--- config.mk ---
export PLATFORM = sky130hd
export DESIGN_NAME = instruction_format_decode
export DESIGN_NICKNAME = d
export VERILOG_FILES = /design/src/instr_decode_pkg.sv /design/src/instruction_format_decode.sv
export SDC_FILE = /design/constraint.sdc
export NUM_CORES = 1
export LEC_CHECK = 0
export ABC_CLOCK_PERIOD_IN_PS = 7700
export BUFFER_PORTS_ARGS = -buffer_cell sky130_fd_sc_hd__buf_2
export CAP_MARGIN = 20
export CORE_AREA = 2 2 464 466
export CTS_CLUSTER_SIZE = 10
export DETAILED_ROUTE_END_ITERATION = 10
export DIE_AREA = 0 0 466 468
export GPL_TIMING_DRIVEN = 0
export PLACE_DENSITY = 0.3
export SETUP_SLACK_MARGIN = 0.5
export SLEW_MARGIN = 20
export SYNTH_ARGS = -nofsm -noshare
export SYNTH_HDL_FRONTEND = slang
export SYNTH_SLANG_ARGS = --single-unit
--- constraint.sdc ---
create_clock -name mclk -period 7.7 [get_ports mclk]
set_input_delay 0.385 -clock mclk [delete_from_list [all_inputs] [get_ports mclk]]
set_output_delay 0.385 -clock mclk [all_outputs]
set_load 0.05 [all_outputs]
--- src/instr_decode_pkg.sv ---
package instr_decode_pkg;

    // Word and field widths
    localparam int unsigned WORD_W    = 32;
    localparam int unsigned WIDE_W    = 64;
    localparam int unsigned IMM_W     = 16;
    localparam int unsigned REG_IDX_W = 5;
    localparam int unsigned OPC_W     = 6;
    localparam int unsigned SPR_W     = 14;
    localparam int unsigned STREAM_W  = 4;
    localparam int unsigned VER_CNT   = 16;
    localparam int unsigned VER_IDX_W = 4;

    // Field positions inside the instruction word; FMT_BIT counts within the opcode
    localparam int unsigned OPC_LO    = 26;
    localparam int unsigned DST_LO    = 21;
    localparam int unsigned SRC1_LO   = 16;
    localparam int unsigned SRC2_LO   = 11;
    localparam int unsigned FMT_BIT   = 3;
    localparam int unsigned SPR_DIR   = 14;
    localparam int unsigned WIDE_POS  = 8;

    // Opcode groups and special opcodes
    localparam logic [1:0] GRP_ARITH  = 2'h0;
    localparam logic [1:0] GRP_MEM    = 2'h3;
    localparam logic [1:0] GRP_EXT    = 2'h1;
    localparam logic [2:0] BR_LO_A    = 3'h6;
    localparam logic [2:0] BR_LO_B    = 3'h7;
    localparam logic [5:0] OPC_PREFIX = 6'h2c;
    localparam logic [5:0] OPC_SPRMOV = 6'h25;
    localparam logic [5:0] OPC_STREAM = 6'h1b;

    // Special register numbers
    localparam logic [13:0] SPR_PC    = 14'h0000;
    localparam logic [13:0] SPR_MSW   = 14'h0001;
    localparam logic [13:0] SPR_FAW   = 14'h0003;
    localparam logic [13:0] SPR_ECW   = 14'h0005;
    localparam logic [13:0] SPR_FSW   = 14'h0007;
    localparam logic [13:0] SPR_BTW   = 14'h000b;
    localparam logic [13:0] SPR_VER   = 14'h2000;
    localparam int unsigned CARRY_BIT = 29;

    // Access sizes, low opcode bits of a load or store
    localparam logic [1:0] SZ_BYTE = 2'h0;
    localparam logic [1:0] SZ_HALF = 2'h1;
    localparam logic [1:0] SZ_WORD = 2'h2;
    localparam logic [1:0] SZ_LONG = 2'h3;

    typedef enum logic [2:0] {
        cat_arith   = 3'h0,
        cat_logic   = 3'h1,
        cat_branch  = 3'h2,
        cat_mem     = 3'h3,
        cat_special = 3'h4
    } category_t;

    typedef enum logic {
        pfx_idle = 1'b0,
        pfx_held = 1'b1
    } prefix_t;

endpackage : instr_decode_pkg

--- src/instruction_format_decode.sv ---
module instruction_format_decode #(
    parameter int unsigned WIDE_BIT_POS = instr_decode_pkg::WIDE_POS
) (
    input  wire logic        mclk,
    input  wire logic        rst,
    input  wire logic        wide_core,
    input  wire logic        instr_valid,
    input  wire logic [31:0] instr_word,
    output logic [4:0]       source_one_idx,
    output logic [4:0]       source_two_idx,
    input  wire logic [63:0] source_one_data,
    input  wire logic [63:0] source_two_data,
    input  wire logic [31:0] pc_word,
    input  wire logic [31:0] machine_state_word,
    input  wire logic [31:0] exception_cause_word,
    input  wire logic [31:0] fault_address_word,
    input  wire logic [31:0] float_status_word,
    input  wire logic [31:0] branch_target_word,
    input  wire logic [15:0][31:0] version_word_n,
    output logic             dec_valid,
    output logic             dec_imm_format,
    output instr_decode_pkg::category_t dec_category,
    output logic [5:0]       dec_opcode,
    output logic [4:0]       dest_reg,
    output logic             dest_wide,
    output logic [63:0]      operand_one,
    output logic [63:0]      operand_two,
    output logic [63:0]      imm_value,
    output logic             imm_extended,
    output logic             signed_op,
    output logic             carry_in,
    output logic [13:0]      special_src,
    output logic [13:0]      special_dst,
    output logic             special_write,
    output logic [63:0]      special_value,
    output logic             special_known,
    output logic [3:0]       stream_port_select,
    output logic [1:0]       access_size,
    output logic             align_fault
);

    // Sign extension of a 32-bit value to the core's width
    function automatic logic [63:0] sext32(
        input logic [31:0] v,
        input logic        wide
    );
        logic [63:0] r;
        r = {{32{v[31]}}, v};
        if (!wide) begin
            r[63:32] = '0;
        end
        return r;
    endfunction

    // Source operand as the sized register view
    function automatic logic [63:0] view(
        input logic [63:0] d,
        input logic        wide,
        input logic        lng,
        input logic        sgn
    );
        logic [63:0] r;
        r = {32'h0000_0000, d[31:0]};
        if (wide && lng) begin
            r = d;
        end else if (sgn) begin
            r = sext32(d[31:0], wide);
        end
        return r;
    endfunction

    // Opcode to functional category
    function automatic instr_decode_pkg::category_t cat_of(
        input logic [5:0] op
    );
        instr_decode_pkg::category_t c;
        c = instr_decode_pkg::cat_logic;
        if (op[5:4] == instr_decode_pkg::GRP_MEM) begin
            c = instr_decode_pkg::cat_mem;
        end else if (op[5:4] == instr_decode_pkg::GRP_ARITH) begin
            c = instr_decode_pkg::cat_arith;
        end else if (op[5:4] == instr_decode_pkg::GRP_EXT ||
                     op == instr_decode_pkg::OPC_SPRMOV) begin
            c = instr_decode_pkg::cat_special;
        end else if (op[2:0] == instr_decode_pkg::BR_LO_A ||
                     op[2:0] == instr_decode_pkg::BR_LO_B) begin
            c = instr_decode_pkg::cat_branch;
        end
        return c;
    endfunction

    // Low address bits that must be zero for a size
    function automatic logic [2:0] align_mask(input logic [1:0] sz);
        logic [2:0] m;
        m = 3'h0;
        unique case (sz)
            instr_decode_pkg::SZ_BYTE: m = 3'h0;
            instr_decode_pkg::SZ_HALF: m = 3'h1;
            instr_decode_pkg::SZ_WORD: m = 3'h3;
            instr_decode_pkg::SZ_LONG: m = 3'h7;
        endcase
        return m;
    endfunction

    instr_decode_pkg::prefix_t   prefix_state;
    logic [15:0]                 prefix_upper;
    logic [5:0]                  opcode;
    logic                        is_imm;
    logic                        is_prefix;
    logic                        long_op;
    logic                        next_signed;
    instr_decode_pkg::category_t next_cat;
    logic [31:0]                 imm32;
    logic [63:0]                 next_imm;
    logic [63:0]                 next_one;
    logic [63:0]                 next_two;
    logic [13:0]                 spr_num;
    logic [3:0]                  ver_idx;
    logic [63:0]                 next_spr;
    logic                        next_known;
    logic [2:0]                  addr_low;
    logic                        next_misalign;

    assign opcode    = instr_word[instr_decode_pkg::OPC_LO +: 6];
    assign is_imm    = opcode[instr_decode_pkg::FMT_BIT];
    assign is_prefix = opcode == instr_decode_pkg::OPC_PREFIX;

    assign source_one_idx =
        instr_word[instr_decode_pkg::SRC1_LO +: 5];
    assign source_two_idx =
        instr_word[instr_decode_pkg::SRC2_LO +: 5];

    // long bit only counts on a wide core
    assign long_op = wide_core & instr_word[WIDE_BIT_POS];

    assign next_cat = cat_of(opcode);

    assign next_signed = next_cat == instr_decode_pkg::cat_arith;

    // prefix upper half joins the field
    // otherwise the field alone is extended
    always_comb begin
        imm32 = {{16{instr_word[15]}}, instr_word[15:0]};
        if (prefix_state == instr_decode_pkg::pfx_held) begin
            imm32 = {prefix_upper, instr_word[15:0]};
        end
    end

    assign next_imm = sext32(imm32, wide_core);

    always_comb begin
        next_one = view(source_one_data, wide_core,
                        long_op, next_signed);
        next_two = view(source_two_data, wide_core,
                        long_op, next_signed);
        if (is_imm) begin
            next_two = next_imm;
        end
    end

    // special number from the low field
    assign spr_num = instr_word[13:0];
    assign ver_idx = spr_num[3:0];

    // Special register read mux; unknown numbers read as zero
    // so a stray move cannot leak stale data
    always_comb begin
        next_spr   = '0;
        next_known = 1'b1;
        unique case (spr_num)
            instr_decode_pkg::SPR_PC:
                next_spr = {32'h0000_0000, pc_word};
            instr_decode_pkg::SPR_MSW:
                next_spr = {32'h0000_0000, machine_state_word};
            instr_decode_pkg::SPR_ECW:
                next_spr = {32'h0000_0000, exception_cause_word};
            instr_decode_pkg::SPR_FAW:
                next_spr = {32'h0000_0000, fault_address_word};
            instr_decode_pkg::SPR_FSW:
                next_spr = {32'h0000_0000, float_status_word};
            instr_decode_pkg::SPR_BTW:
                next_spr = {32'h0000_0000, branch_target_word};
            default: begin
                next_known = 1'b0;
                if ((spr_num & ~14'h000f) ==
                    instr_decode_pkg::SPR_VER) begin
                    next_spr   = {32'h0000_0000,
                                  version_word_n[ver_idx]};
                    next_known = 1'b1;
                end
            end
        endcase
    end

    assign addr_low = source_one_data[2:0] + next_two[2:0];
    assign next_misalign =
        (next_cat == instr_decode_pkg::cat_mem) &&
        ((addr_low & align_mask(opcode[1:0])) != 3'h0);

    // prefix holds for exactly one following word
    always_ff @(posedge mclk or posedge rst) begin
        if (rst) begin
            prefix_state <= instr_decode_pkg::pfx_idle;
        end else if (instr_valid) begin
            prefix_state <= is_prefix ? instr_decode_pkg::pfx_held
                                      : instr_decode_pkg::pfx_idle;
        end
    end

    // Upper half captured from the prefix word
    always_ff @(posedge mclk or posedge rst) begin
        if (rst) begin
            prefix_upper <= 16'h0000;
        end else if (instr_valid && is_prefix) begin
            prefix_upper <= instr_word[15:0];
        end
    end

    // A prefix is absorbed and produces no decoded word
    always_ff @(posedge mclk or posedge rst) begin
        if (rst) begin
            dec_valid <= 1'b0;
        end else begin
            dec_valid <= instr_valid & ~is_prefix;
        end
    end

    // Format, category and destination fields
    always_ff @(posedge mclk or posedge rst) begin
        if (rst) begin
            dec_imm_format <= 1'b0;
            dec_category   <= instr_decode_pkg::cat_arith;
            dec_opcode     <= 6'h00;
            dest_reg       <= 5'h00;
            dest_wide      <= 1'b0;
            signed_op      <= 1'b0;
        end else if (instr_valid) begin
            dec_imm_format <= is_imm;
            dec_category   <= next_cat;
            dec_opcode     <= opcode;
            dest_reg       <= instr_word[instr_decode_pkg::DST_LO +: 5];
            // full width only on long ops
            // narrow core writes its whole register
            dest_wide      <= long_op;
            signed_op      <= next_signed;
        end
    end

    // Operand and immediate values
    always_ff @(posedge mclk or posedge rst) begin
        if (rst) begin
            operand_one  <= '0;
            operand_two  <= '0;
            imm_value    <= '0;
            imm_extended <= 1'b0;
        end else if (instr_valid) begin
            operand_one  <= next_one;
            operand_two  <= next_two;
            imm_value    <= is_imm ? next_imm : '0;
            imm_extended <= is_imm &&
                (prefix_state == instr_decode_pkg::pfx_held);
        end
    end

    // Special register selectors and read value
    always_ff @(posedge mclk or posedge rst) begin
        if (rst) begin
            special_src   <= 14'h0000;
            special_dst   <= 14'h0000;
            special_write <= 1'b0;
            special_value <= '0;
            special_known <= 1'b0;
        end else if (instr_valid) begin
            // read and write selectors both load the same low field
            special_src   <= spr_num;
            special_dst   <= spr_num;
            special_write <= (opcode == instr_decode_pkg::OPC_SPRMOV)
                             && instr_word[instr_decode_pkg::SPR_DIR];
            special_value <= next_spr;
            special_known <= next_known;
        end
    end

    // Carry tracks the status word every cycle
    always_ff @(posedge mclk or posedge rst) begin
        if (rst) begin
            carry_in <= 1'b0;
        end else begin
            carry_in <= machine_state_word[instr_decode_pkg::CARRY_BIT];
        end
    end

    // Stream port and memory access checks
    always_ff @(posedge mclk or posedge rst) begin
        if (rst) begin
            stream_port_select <= 4'h0;
            access_size        <= instr_decode_pkg::SZ_BYTE;
            align_fault        <= 1'b0;
        end else if (instr_valid) begin
            stream_port_select <=
                (opcode == instr_decode_pkg::OPC_STREAM)
                ? instr_word[3:0] : 4'h0;
            access_size <= opcode[1:0];
            align_fault <= next_misalign;
        end
    end

endmodule // instruction_format_decode

### Word-level counts from Yosys, hierarchy flattened

Cells that the tools add are included.

| storage, ports and cells | value |
|---|---|
| logic and storage cells | 80 |
| output and inout bits | 323 |
| input port bits | 868 |
| register bits | 316 |

| operators by class | value |
|---|---|
| reductions and logical operators | 13 |
| multiplexer cells | 23 |
| eq/ne operators | 17 |
| order comparisons | 1 |
| add/sub/neg operators | 1 |
| bitwise gates (word level) | 4 |

Operators with widths:

| kind | count |
|---|---|
| $mux W64 | 6 |
| $mux W32 | 6 |
| $pmux W32 S6 | 1 |
| $bmux W32 S4 | 1 |
| $eq A14 B3 Y1 const B | 2 |
| $eq A14 B1 Y1 const B | 1 |
| $eq A14 B2 Y1 const B | 1 |
| $eq A14 B4 Y1 const B | 1 |
| $logic_not A14 Y1 | 1 |
| $eq A6 B6 Y1 const B | 2 |
| $pmux W3 S4 | 1 |
| $eq A10 B10 Y1 const B | 1 |
| $mux W3 | 3 |
| $eq A2 B2 Y1 const B | 3 |
| $eq A3 B3 Y1 const B | 2 |
| $eq A6 B5 Y1 const B | 1 |
| $reduce_or A6 Y1 | 1 |
| $logic_and A1 B1 Y1 | 5 |
| $lt A4 B5 Y1 const B | 1 |
| $eq A2 B1 Y1 const B | 2 |
| $logic_not A2 Y1 | 2 |
| $mux W4 | 1 |
| $add A3 B3 Y3 | 1 |
| $and A3 B3 Y3 | 1 |
| 8 further kinds | 12 |

### Depth between registers and ports, before layout

Gate-level depths: netlist of run 1.

| logic depth | value |
|---|---|
| word-level depth | 14 |
| depth in mapped cells | 11 |
| gate-level depth less buffers | 8 |

### Least setup slack after synthesis of run 1

Ideal clock, no wire load.

| path | value |
|---|---|
| path kind | input -> register |
| start point | input instr_word[1] |
| end point | register align_fault |
| buffers on the path | 4 |
| setup slack | 5.263 ns |
| data required time | 7.579 ns |
| stages on the path | 11 |
| setup time | 0.121 ns |
| arrival time | 2.316 ns |
| cells stage by stage | clkbuf_1 > buf_4 > buf_6 > buf_2 > mux2_2 > fa_1 > xor2_1 > xnor2_1 > a21oi_1 > o21ai_0 > a22o_1 |

| between the ends | value |
|---|---|
| word-level cells in the longest chain between the ends | 6 |

Ends and longest elaborated chain:

| element | line | RTL |
|---|---|---|
| from (decl) | instruction_format_decode.sv:8 | `input wire logic [31:0] instr_word,` |
| $mux W32 | instruction_format_decode.sv:144 | `if (prefix_state == instr_decode_pkg::pfx_held) begin` |
| $mux W64 | instruction_format_decode.sv:156 | `if (is_imm) begin` |
| net next_two[1] | instruction_format_decode.sv:116 | `logic [63:0] next_two;` |
| $add A3 B3 Y3 | instruction_format_decode.sv:195 | `assign addr_low = source_one_data[2:0] + next_two[2:0];` |
| $and A3 B3 Y3 | instruction_format_decode.sv:198 | `((addr_low & align_mask(opcode[1:0])) != 3'h0);` |
| $reduce_bool A3 Y1 | instruction_format_decode.sv:198 |  |
| $logic_and A1 B1 Y1 | instruction_format_decode.sv:197 | `(next_cat == instr_decode_pkg::cat_mem) &&` |
| to (signal assigned) | instruction_format_decode.sv:304 | `align_fault <= next_misalign;` |
| to (decl) | instruction_format_decode.sv:39 | `output logic align_fault` |

The timed path passes the listed nets, and every way through them passes these cells.
A chain may end at the register's enable or synchronous reset.

### Worst setup path after layout of run 1

| path | value |
|---|---|
| start point | input instr_word[1] |
| end point | register special_value[10] |

| between the ends | value |
|---|---|
| word-level cells in the longest chain between the ends | 4 |
| elaborated cells on any way between the ends | 10 |

Ends and longest elaborated chain:

| element | line | RTL |
|---|---|---|
| $bmux W32 S4 | instruction_format_decode.sv:188 | `version_word_n[ver_idx]};` |
| $mux W32 (not written as such) | instruction_format_decode.sv:188 |  |
| $mux W32 | instruction_format_decode.sv:185 | `if ((spr_num & ~14'h000f) ==` |
| $pmux W32 S6 * | instruction_format_decode.sv:170 | `unique case (spr_num)` |
| to (signal assigned) | instruction_format_decode.sv:279 | `special_value <= next_spr;` |
| to (decl) | instruction_format_decode.sv:35 | `output logic [63:0] special_value,` |

Every way passes the cells marked *; elsewhere a longest branch is shown, timed or not. The select of a mux whose other input is x is not followed.

==> flow_summary_export.csv, run 1 <==
group,metric,value,unit
yosys,synth_top_area_frac,0.393,
final_layout,top_regs,"operand_one: 64 flops, operand_two: 64 flops, imm_value: 33 flops",
timing,slew_headroom,0.268,
detailed_routing,dr.first_iter.drc_count,1368,
detailed_routing,vias_per_cell,3.44,
clock_network,clock_path_buffers,3,
critical_path,critPathSlowestCell,"clkbuf_1",
final_layout,layout_commonest_cell,"buf_2",
clock_network,cts_buffers,40,
floorplanning,start_util,0.0747,
clock_network,clock_sinks,250,
timing,fin_skew,0.0600,ns
placed_design,placed_cells,5459,
clock_network,root_buffer,"clkbuf_16",
placed_design,place_area,25700,um^2
timing,finalHoldViolCount,0,
critical_path,arrival,4.34,ns
power,p_leak,12.9,nW
final_layout,final_area,28700,um^2
critical_path,required,8.32,ns
global_route,grt_pass1_vias,19800,
final_layout,stdcell_count,5746,
job,maxCapViolCount,0,
clock_network,clkTransAtPathRegs,0.05,ns
power,vdd_drop_max,152,uV
yosys,synth-edff-count,0,
clock_network,ctsResizeCount,0,
timing,post-route-period-util,0.483,
status,status,"finished, violations left",
critical_path,crit_buf_inv,5,
placed_design,place_ws,3.47,ns
final_layout,final_cell_mix,"1187 x buf_2, 250 x dfrtp_1, 137 x mux2_2",
critical_path,slowest_delay,0.72,ns
final_layout,drive_above_1_share,0.589,
status,violations,"design-rule violations",
timing,setup_tns,0,ns
timing,drv_slew,0,
placed_design,dp_hpwl,162,mm
hold_path,hp-class,"primary input to flip-flop",
placed_design,place_congestion,0.870,
detailed_routing,drcViolationCount,4,
global_route,grt_overflow,0,
floorplanning,die_area,218000,um^2
critical_path,crit_fanout,11,
critical_path,worstSetupStartpointType,"primary input",
clock_network,tritoncts,"built",
yosys,synthArstFlopShare,1.00,
timing,fmax,0.269,GHz
timing,rsz0062_at_grt,"false",
critical_path,cpLargestDelayFamily,"buffers and inverters",
timing,worst_slack,3.98,ns
placed_design,io_buffers,1151,
yosys,avgSynthCellArea,11.2,um^2
clock_network,clock_latency,0.68,ns
critical_path,crit_chain,"clkbuf_1 -> buf_4 -> buf_2 -> nand4b_1 -> nor4_4 -> clkbuf_1 -> a222oi_1 -> a31oi_1 -> dlygate4sd3_1",
timing,min_period,3.72,ns
yosys,syn_inst,1419,
timing,setup_viol_count_final,0,
yosys,synth_top_area_cell,"dfrtp_1",
critical_path,critPathKind,"primary input to flip-flop",
global_route,grt_antenna_before_repair,251,
global_route,grt_usage,0.162,
critical_path,cp_common_cell,"clkbuf_1",
global_route,grt_pass1_wl,225,mm
detailed_routing,vias,19800,
yosys,yosys_warnings,0,
floorplanning,dieWidth,466,um
yosys,ys_seq_area_frac,0.393,
detailed_routing,ant_nets,0,
clock_network,postCtsSetupBuffers,0,
yosys,syn_area,15900,um^2
final_layout,synthToLayoutAreaGrowth,79.9,%
yosys,synth_cell_type_count,50,
detailed_routing,wl_per_cell,32.0,um
critical_path,endpoint_kind,"flip-flop",
timing,holdWs,0.0706,ns
timing,worstMarginPinSlew,1.10,ns
floorplanning,ios,1191,
yosys,ys_seq_elements,250,
yosys,synthFlopType,"dfrtp_1",
power,pwr_density_cell,180,nW/um^2
clock_network,hold_buffers,134,
final_layout,nets,3667,
floorplanning,core-area,213000,um^2
floorplanning,fp-row-count,170,
yosys,synthTopCellsByArea,"dfrtp_1 39%, mux4_2 18%, mux2_2 9.7%",
clock_network,h-tree-depth,2,
detailed_routing,dr.pass1.iters,10,
detailed_routing,wirelength,184,mm
floorplanning,chipHeight,468,um
global_route,grt_max_degree,34,
## layout make-up
cell class,instances,area (um^2)
multi-input cells,904,8260
plain buffers,225,1310
clock buffers,58,1190
well taps,2838,3550
diodes,80,200
flip-flops and latches,250,6260
fillers,24700,185000
repair buffers,1305,7430
clock inverters,15,190
inverters,71,270
## per-stage QoR
| step | util | power [mW] |
|---|---|---|
| after floorplan | - | 2.45 |
| after global placement | 0.119 | 3.15 |
| after detailed placement | 0.121 | 3.17 |
| after CTS | 0.133 | 5.32 |
| after global routing | 0.134 | 5.41 |
| final | 0.134 | 5.17 |
## power by group
group	switching, mW	leakage (nW)	total [mW]	internal [mW]
Combinational	1.08	9.07	1.67	0.588
Sequential	0.0749	3.11	1.51	1.43
Clock	0.841	0.680	1.99	1.15
Total	2.00	12.9	5.17	3.17
## path summary, 6_finish.rpt
check                                          from                            end  slack (ns)  cells after the start
max                                   instr_word[1]  special_value[10]$_DFFE_PP0P_        3.98                      9
min                              source_two_data[4]     operand_two[4]$_DFFE_PP0P_        0.07                      3
max reg2reg                prefix_state$_DFFE_PP0P_    operand_two[60]$_DFFE_PP0P_        5.41                      6
min reg2reg                imm_extended$_DFFE_PP0P_       imm_extended$_DFFE_PP0P_        0.48                      1
max in group asynchronous                       rst   special_value[4]$_DFFE_PP0P_        6.09                      7
min in group asynchronous                       rst     operand_one[9]$_DFFE_PP0P_        0.38                      3
## worst register-to-register path: cells and delay by family (launching register included)
kind                   cells  cell delay (ns)
buffers and inverters      2             0.39
AO/OA/AOI/OAI              2             0.60
AND/OR/NAND/NOR            2             0.85
flip-flops                 1             0.36
## cells in the mapped netlist, types with 2 or more instances
cell,n
a21o_1,3
a21oi_1,128
a222oi_1,63
a22o_1,5
a22oi_1,15
a31oi_1,33
and2_1,3
and3_1,33
buf_1,13
buf_2,31
buf_4,91
buf_6,8
clkbuf_1,82
dfrtp_1,250
inv_1,71
mux2_2,137
mux2i_1,16
mux4_2,128
nand2_1,88
nand2b_1,5
nand3_1,17
nand4b_1,2
nor2_1,89
nor3_1,3
nor4_1,3
nor4_4,6
o21ai_0,39
o221ai_1,32
o2bb2ai_1,2
or4_1,2
or4bb_1,2
## layer usage
metal,GRT usage,share of wire,vias to the layer above
met1,0.154,0.32,9735
met4,0.0661,0.051,60
met3,0.0483,0.077,511
met5,0,0.0021,-
li1,-,-,8159
met2,0.317,0.55,1308
## cells by family (layout without fill, tap and decap cells)
group | after synthesis | in the layout | share of synthesized area
compound gates | 326 | 326 | 0.138
flops | 250 | 250 | 0.393
mux | 281 | 281 | 0.288
buf+inv | 296 | 1674 | 0.0974
xor+xnor | 2 | 2 | 0.00110
fa+ha+maj | 2 | 2 | 0.00204
other cells | 1 | 112 | 0.000235
simple gates | 261 | 261 | 0.0809
No activity file was read; power rests on OpenSTA's default activity.
==> run 2, diff against run 1 <==
--- a/config.mk
+++ b/config.mk
@@ -5,7 +5,7 @@
 export SDC_FILE = /design/constraint.sdc
 export NUM_CORES = 1
 export LEC_CHECK = 0
-export ABC_CLOCK_PERIOD_IN_PS = 7700
+export ABC_CLOCK_PERIOD_IN_PS = 3300
 export BUFFER_PORTS_ARGS = -buffer_cell sky130_fd_sc_hd__buf_2
 export CAP_MARGIN = 20
 export CORE_AREA = 2 2 464 466
==> constraint.sdc (replaced) <==
create_clock -name mclk -period 3.3 [get_ports mclk]
set_input_delay 0.165 -clock mclk [delete_from_list [all_inputs] [get_ports mclk]]
set_output_delay 0.165 -clock mclk [all_outputs]
set_load 0.05 [all_outputs]
==> flow_summary_export.csv, run 2 (synthesized netlist as in run 1, its figures left out) <==
group,metric,value,unit
global_route,grt_usage,0.163,
detailed_routing,drcViolationCount,5,
global_route,grt_pass1_wl,227,mm
critical_path,r2r_cells,6,
hold_path,hp-class,"primary input to flip-flop",
timing,setup_tns,0,ns
final_layout,drive_above_1_share,0.554,
timing,post-route-period-util,0.828,
global_route,grt_max_degree,34,
detailed_routing,vias,20500,
critical_path,required,3.90,ns
hold_path,whs_path_depth,4,
floorplanning,start_util,0.0747,
floorplanning,ios,1191,
placed_design,io_buffers,1151,
final_layout,fill_cells,24500,
final_layout,layout_commonest_cell,"buf_2",
placed_design,dp_hpwl,162,mm
final_layout,final_area,30700,um^2
status,violations,"design-rule violations",
clock_network,clock_path_buffers,3,
hold_path,hold_end,"special_value[0]$_DFFE_PP0P_",
clock_network,tritoncts,"built",
placed_design,place_area,25700,um^2
final_layout,nets,3867,
critical_path,crit_fanout,11,
job,maxCapViolCount,0,
floorplanning,dieWidth,466,um
final_layout,synthToLayoutAreaGrowth,92.5,%
final_layout,multi_input_comb_area,8260,um^2
timing,rsz0062_at_grt,"false",
detailed_routing,dr.first_iter.drc_count,1522,
global_route,grt_antenna_before_repair,245,
critical_path,r2r-end,"operand_two[62]$_DFFE_PP0P_",
critical_path,arrival,3.33,ns
critical_path,r2r_slack,0.79,ns
clock_network,cts_buffers,40,
placed_design,place_congestion,0.870,
final_layout,final_cell_mix,"1185 x buf_2, 332 x dlygate4sd3_1, 250 x dfrtp_1",
timing,slew_headroom,0.293,
critical_path,crit_chain,"clkbuf_2 -> buf_4 -> buf_6 -> nor3_1 -> and3_1 -> clkbuf_2 -> buf_2 -> a222oi_1 -> dlygate4sd3_1 -> a31oi_1",
timing,finalHoldViolCount,0,
timing,min_period,2.73,ns
critical_path,critPathSlowestCell,"nor3_1",
critical_path,cp_common_cell,"clkbuf_2",
status,status,"finished, violations left",
power,vdd_drop_max,353,uV
clock_network,root_buffer,"clkbuf_16",
global_route,grt_pass1_vias,20600,
final_layout,top_regs,"operand_one: 64 flops, operand_two: 64 flops, imm_value: 33 flops",
critical_path,worstSetupStartpointType,"primary input",
clock_network,clkTransAtPathRegs,0.06,ns
timing,fin_skew,0.0558,ns
floorplanning,fp-row-count,170,
clock_network,clock_sinks,250,
timing,fmax,0.366,GHz
power,pwr_density_cell,400,nW/um^2
timing,drv_slew,0,
detailed_routing,wirelength,186,mm
timing,setup_viol_count_final,0,
floorplanning,chipHeight,468,um
critical_path,critPathKind,"primary input to flip-flop",
hold_path,worstHoldStart,"fault_address_word[0]",
floorplanning,die_area,218000,um^2
critical_path,worstReg2RegStart,"prefix_state$_DFFE_PP0P_",
global_route,grt_overflow,0,
critical_path,endpoint_kind,"flip-flop",
final_layout,regArea,6260,um^2
detailed_routing,ant_nets,0,
clock_network,h-tree-depth,2,
power,p_leak,13.7,nW
timing,worstMarginPinSlew,1.06,ns
critical_path,slowest_delay,0.59,ns
detailed_routing,wl_per_cell,31.2,um
detailed_routing,vias_per_cell,3.45,
floorplanning,core-area,213000,um^2
detailed_routing,dr.pass1.iters,10,
clock_network,clock_latency,0.68,ns
## run 2: cell count changes in the layout (fill, tap and decap cells not counted)
cell,before,now
buf_1,8,7
buf_2,1187,1185
buf_4,95,99
clkbuf_1,73,65
clkbuf_2,15,24
diode_2,80,81
dlygate4sd3_1,134,332
## run 2: worst max path at each step
stage	slack [ns]	to	start
after floorplan	-0.15	align_fault$_DFFE_PP0P_	rst
after detailed placement	-0.71	special_value[16]$_DFFE_PP0P_	instr_word[1]
after global routing	0.51	special_value[7]$_DFFE_PP0P_	instr_word[8]
final	0.57	special_value[29]$_DFFE_PP0P_	instr_word[1]
after global placement	-3.13	operand_one[18]$_DFFE_PP0P_	rst
after CTS	0.52	special_value[0]$_DFFE_PP0P_	instr_word[3]
## run 2: critical path, delay by kind of cell
family / cells / cell delay, ns
buffers and inverters: 6 / 2.00
and+or+nand+nor: 2 / 0.83
AOI/OAI and AO/OA: 2 / 0.30
## run 2: stage by stage
step	power (mW)	setup slack, ns	util	std cells	hold slack [ns]
finish	12.3	0.567	0.144	5947	0.0488
global route	12.8	0.510	0.143	5919	0.0366
CTS	12.6	0.523	0.143	5864	0.00316
detailed placement	7.39	-0.706	0.121	5459	0.290
global placement	7.35	-3.13	0.119	5439	0.310
floorplan	5.73	-0.153	-	1450	0.196
## run 2: timing repair
item	in CTS	in global routing
setup endpoints to repair	33	5
hold buffers	332	0
pin swaps	2	1
gates resized for setup	7	9
endpoints found under the hold margin	272	0
setup buffers	0	2
gates cloned	0	0
## run 2: cell type report
cell class                 instances  area share
timing repair buffer            1505       0.307
inverter                          71     0.00881
clock inverter                    15     0.00620
buffer                           225      0.0432
multi-input combinational        904       0.269
antenna                           81     0.00661
clock buffer                      58      0.0387
sequential                       250       0.204
tap                             2838       0.116
## run 2: power breakdown
part           switching, mW  total, mW  internal (mW)
sequential             0.176       3.52           3.35
clock                   1.97       4.66           2.68
combinational           2.56       4.09           1.52
## run 2: metal layers
layer  track usage  vias to the layer above  wire, um
met5             0                        -       341
met4        0.0741                       52      8380
met3        0.0459                      471     14400
met2         0.317                     1316    102000
met1         0.156                    10100     60200
li1              -                     8563         -
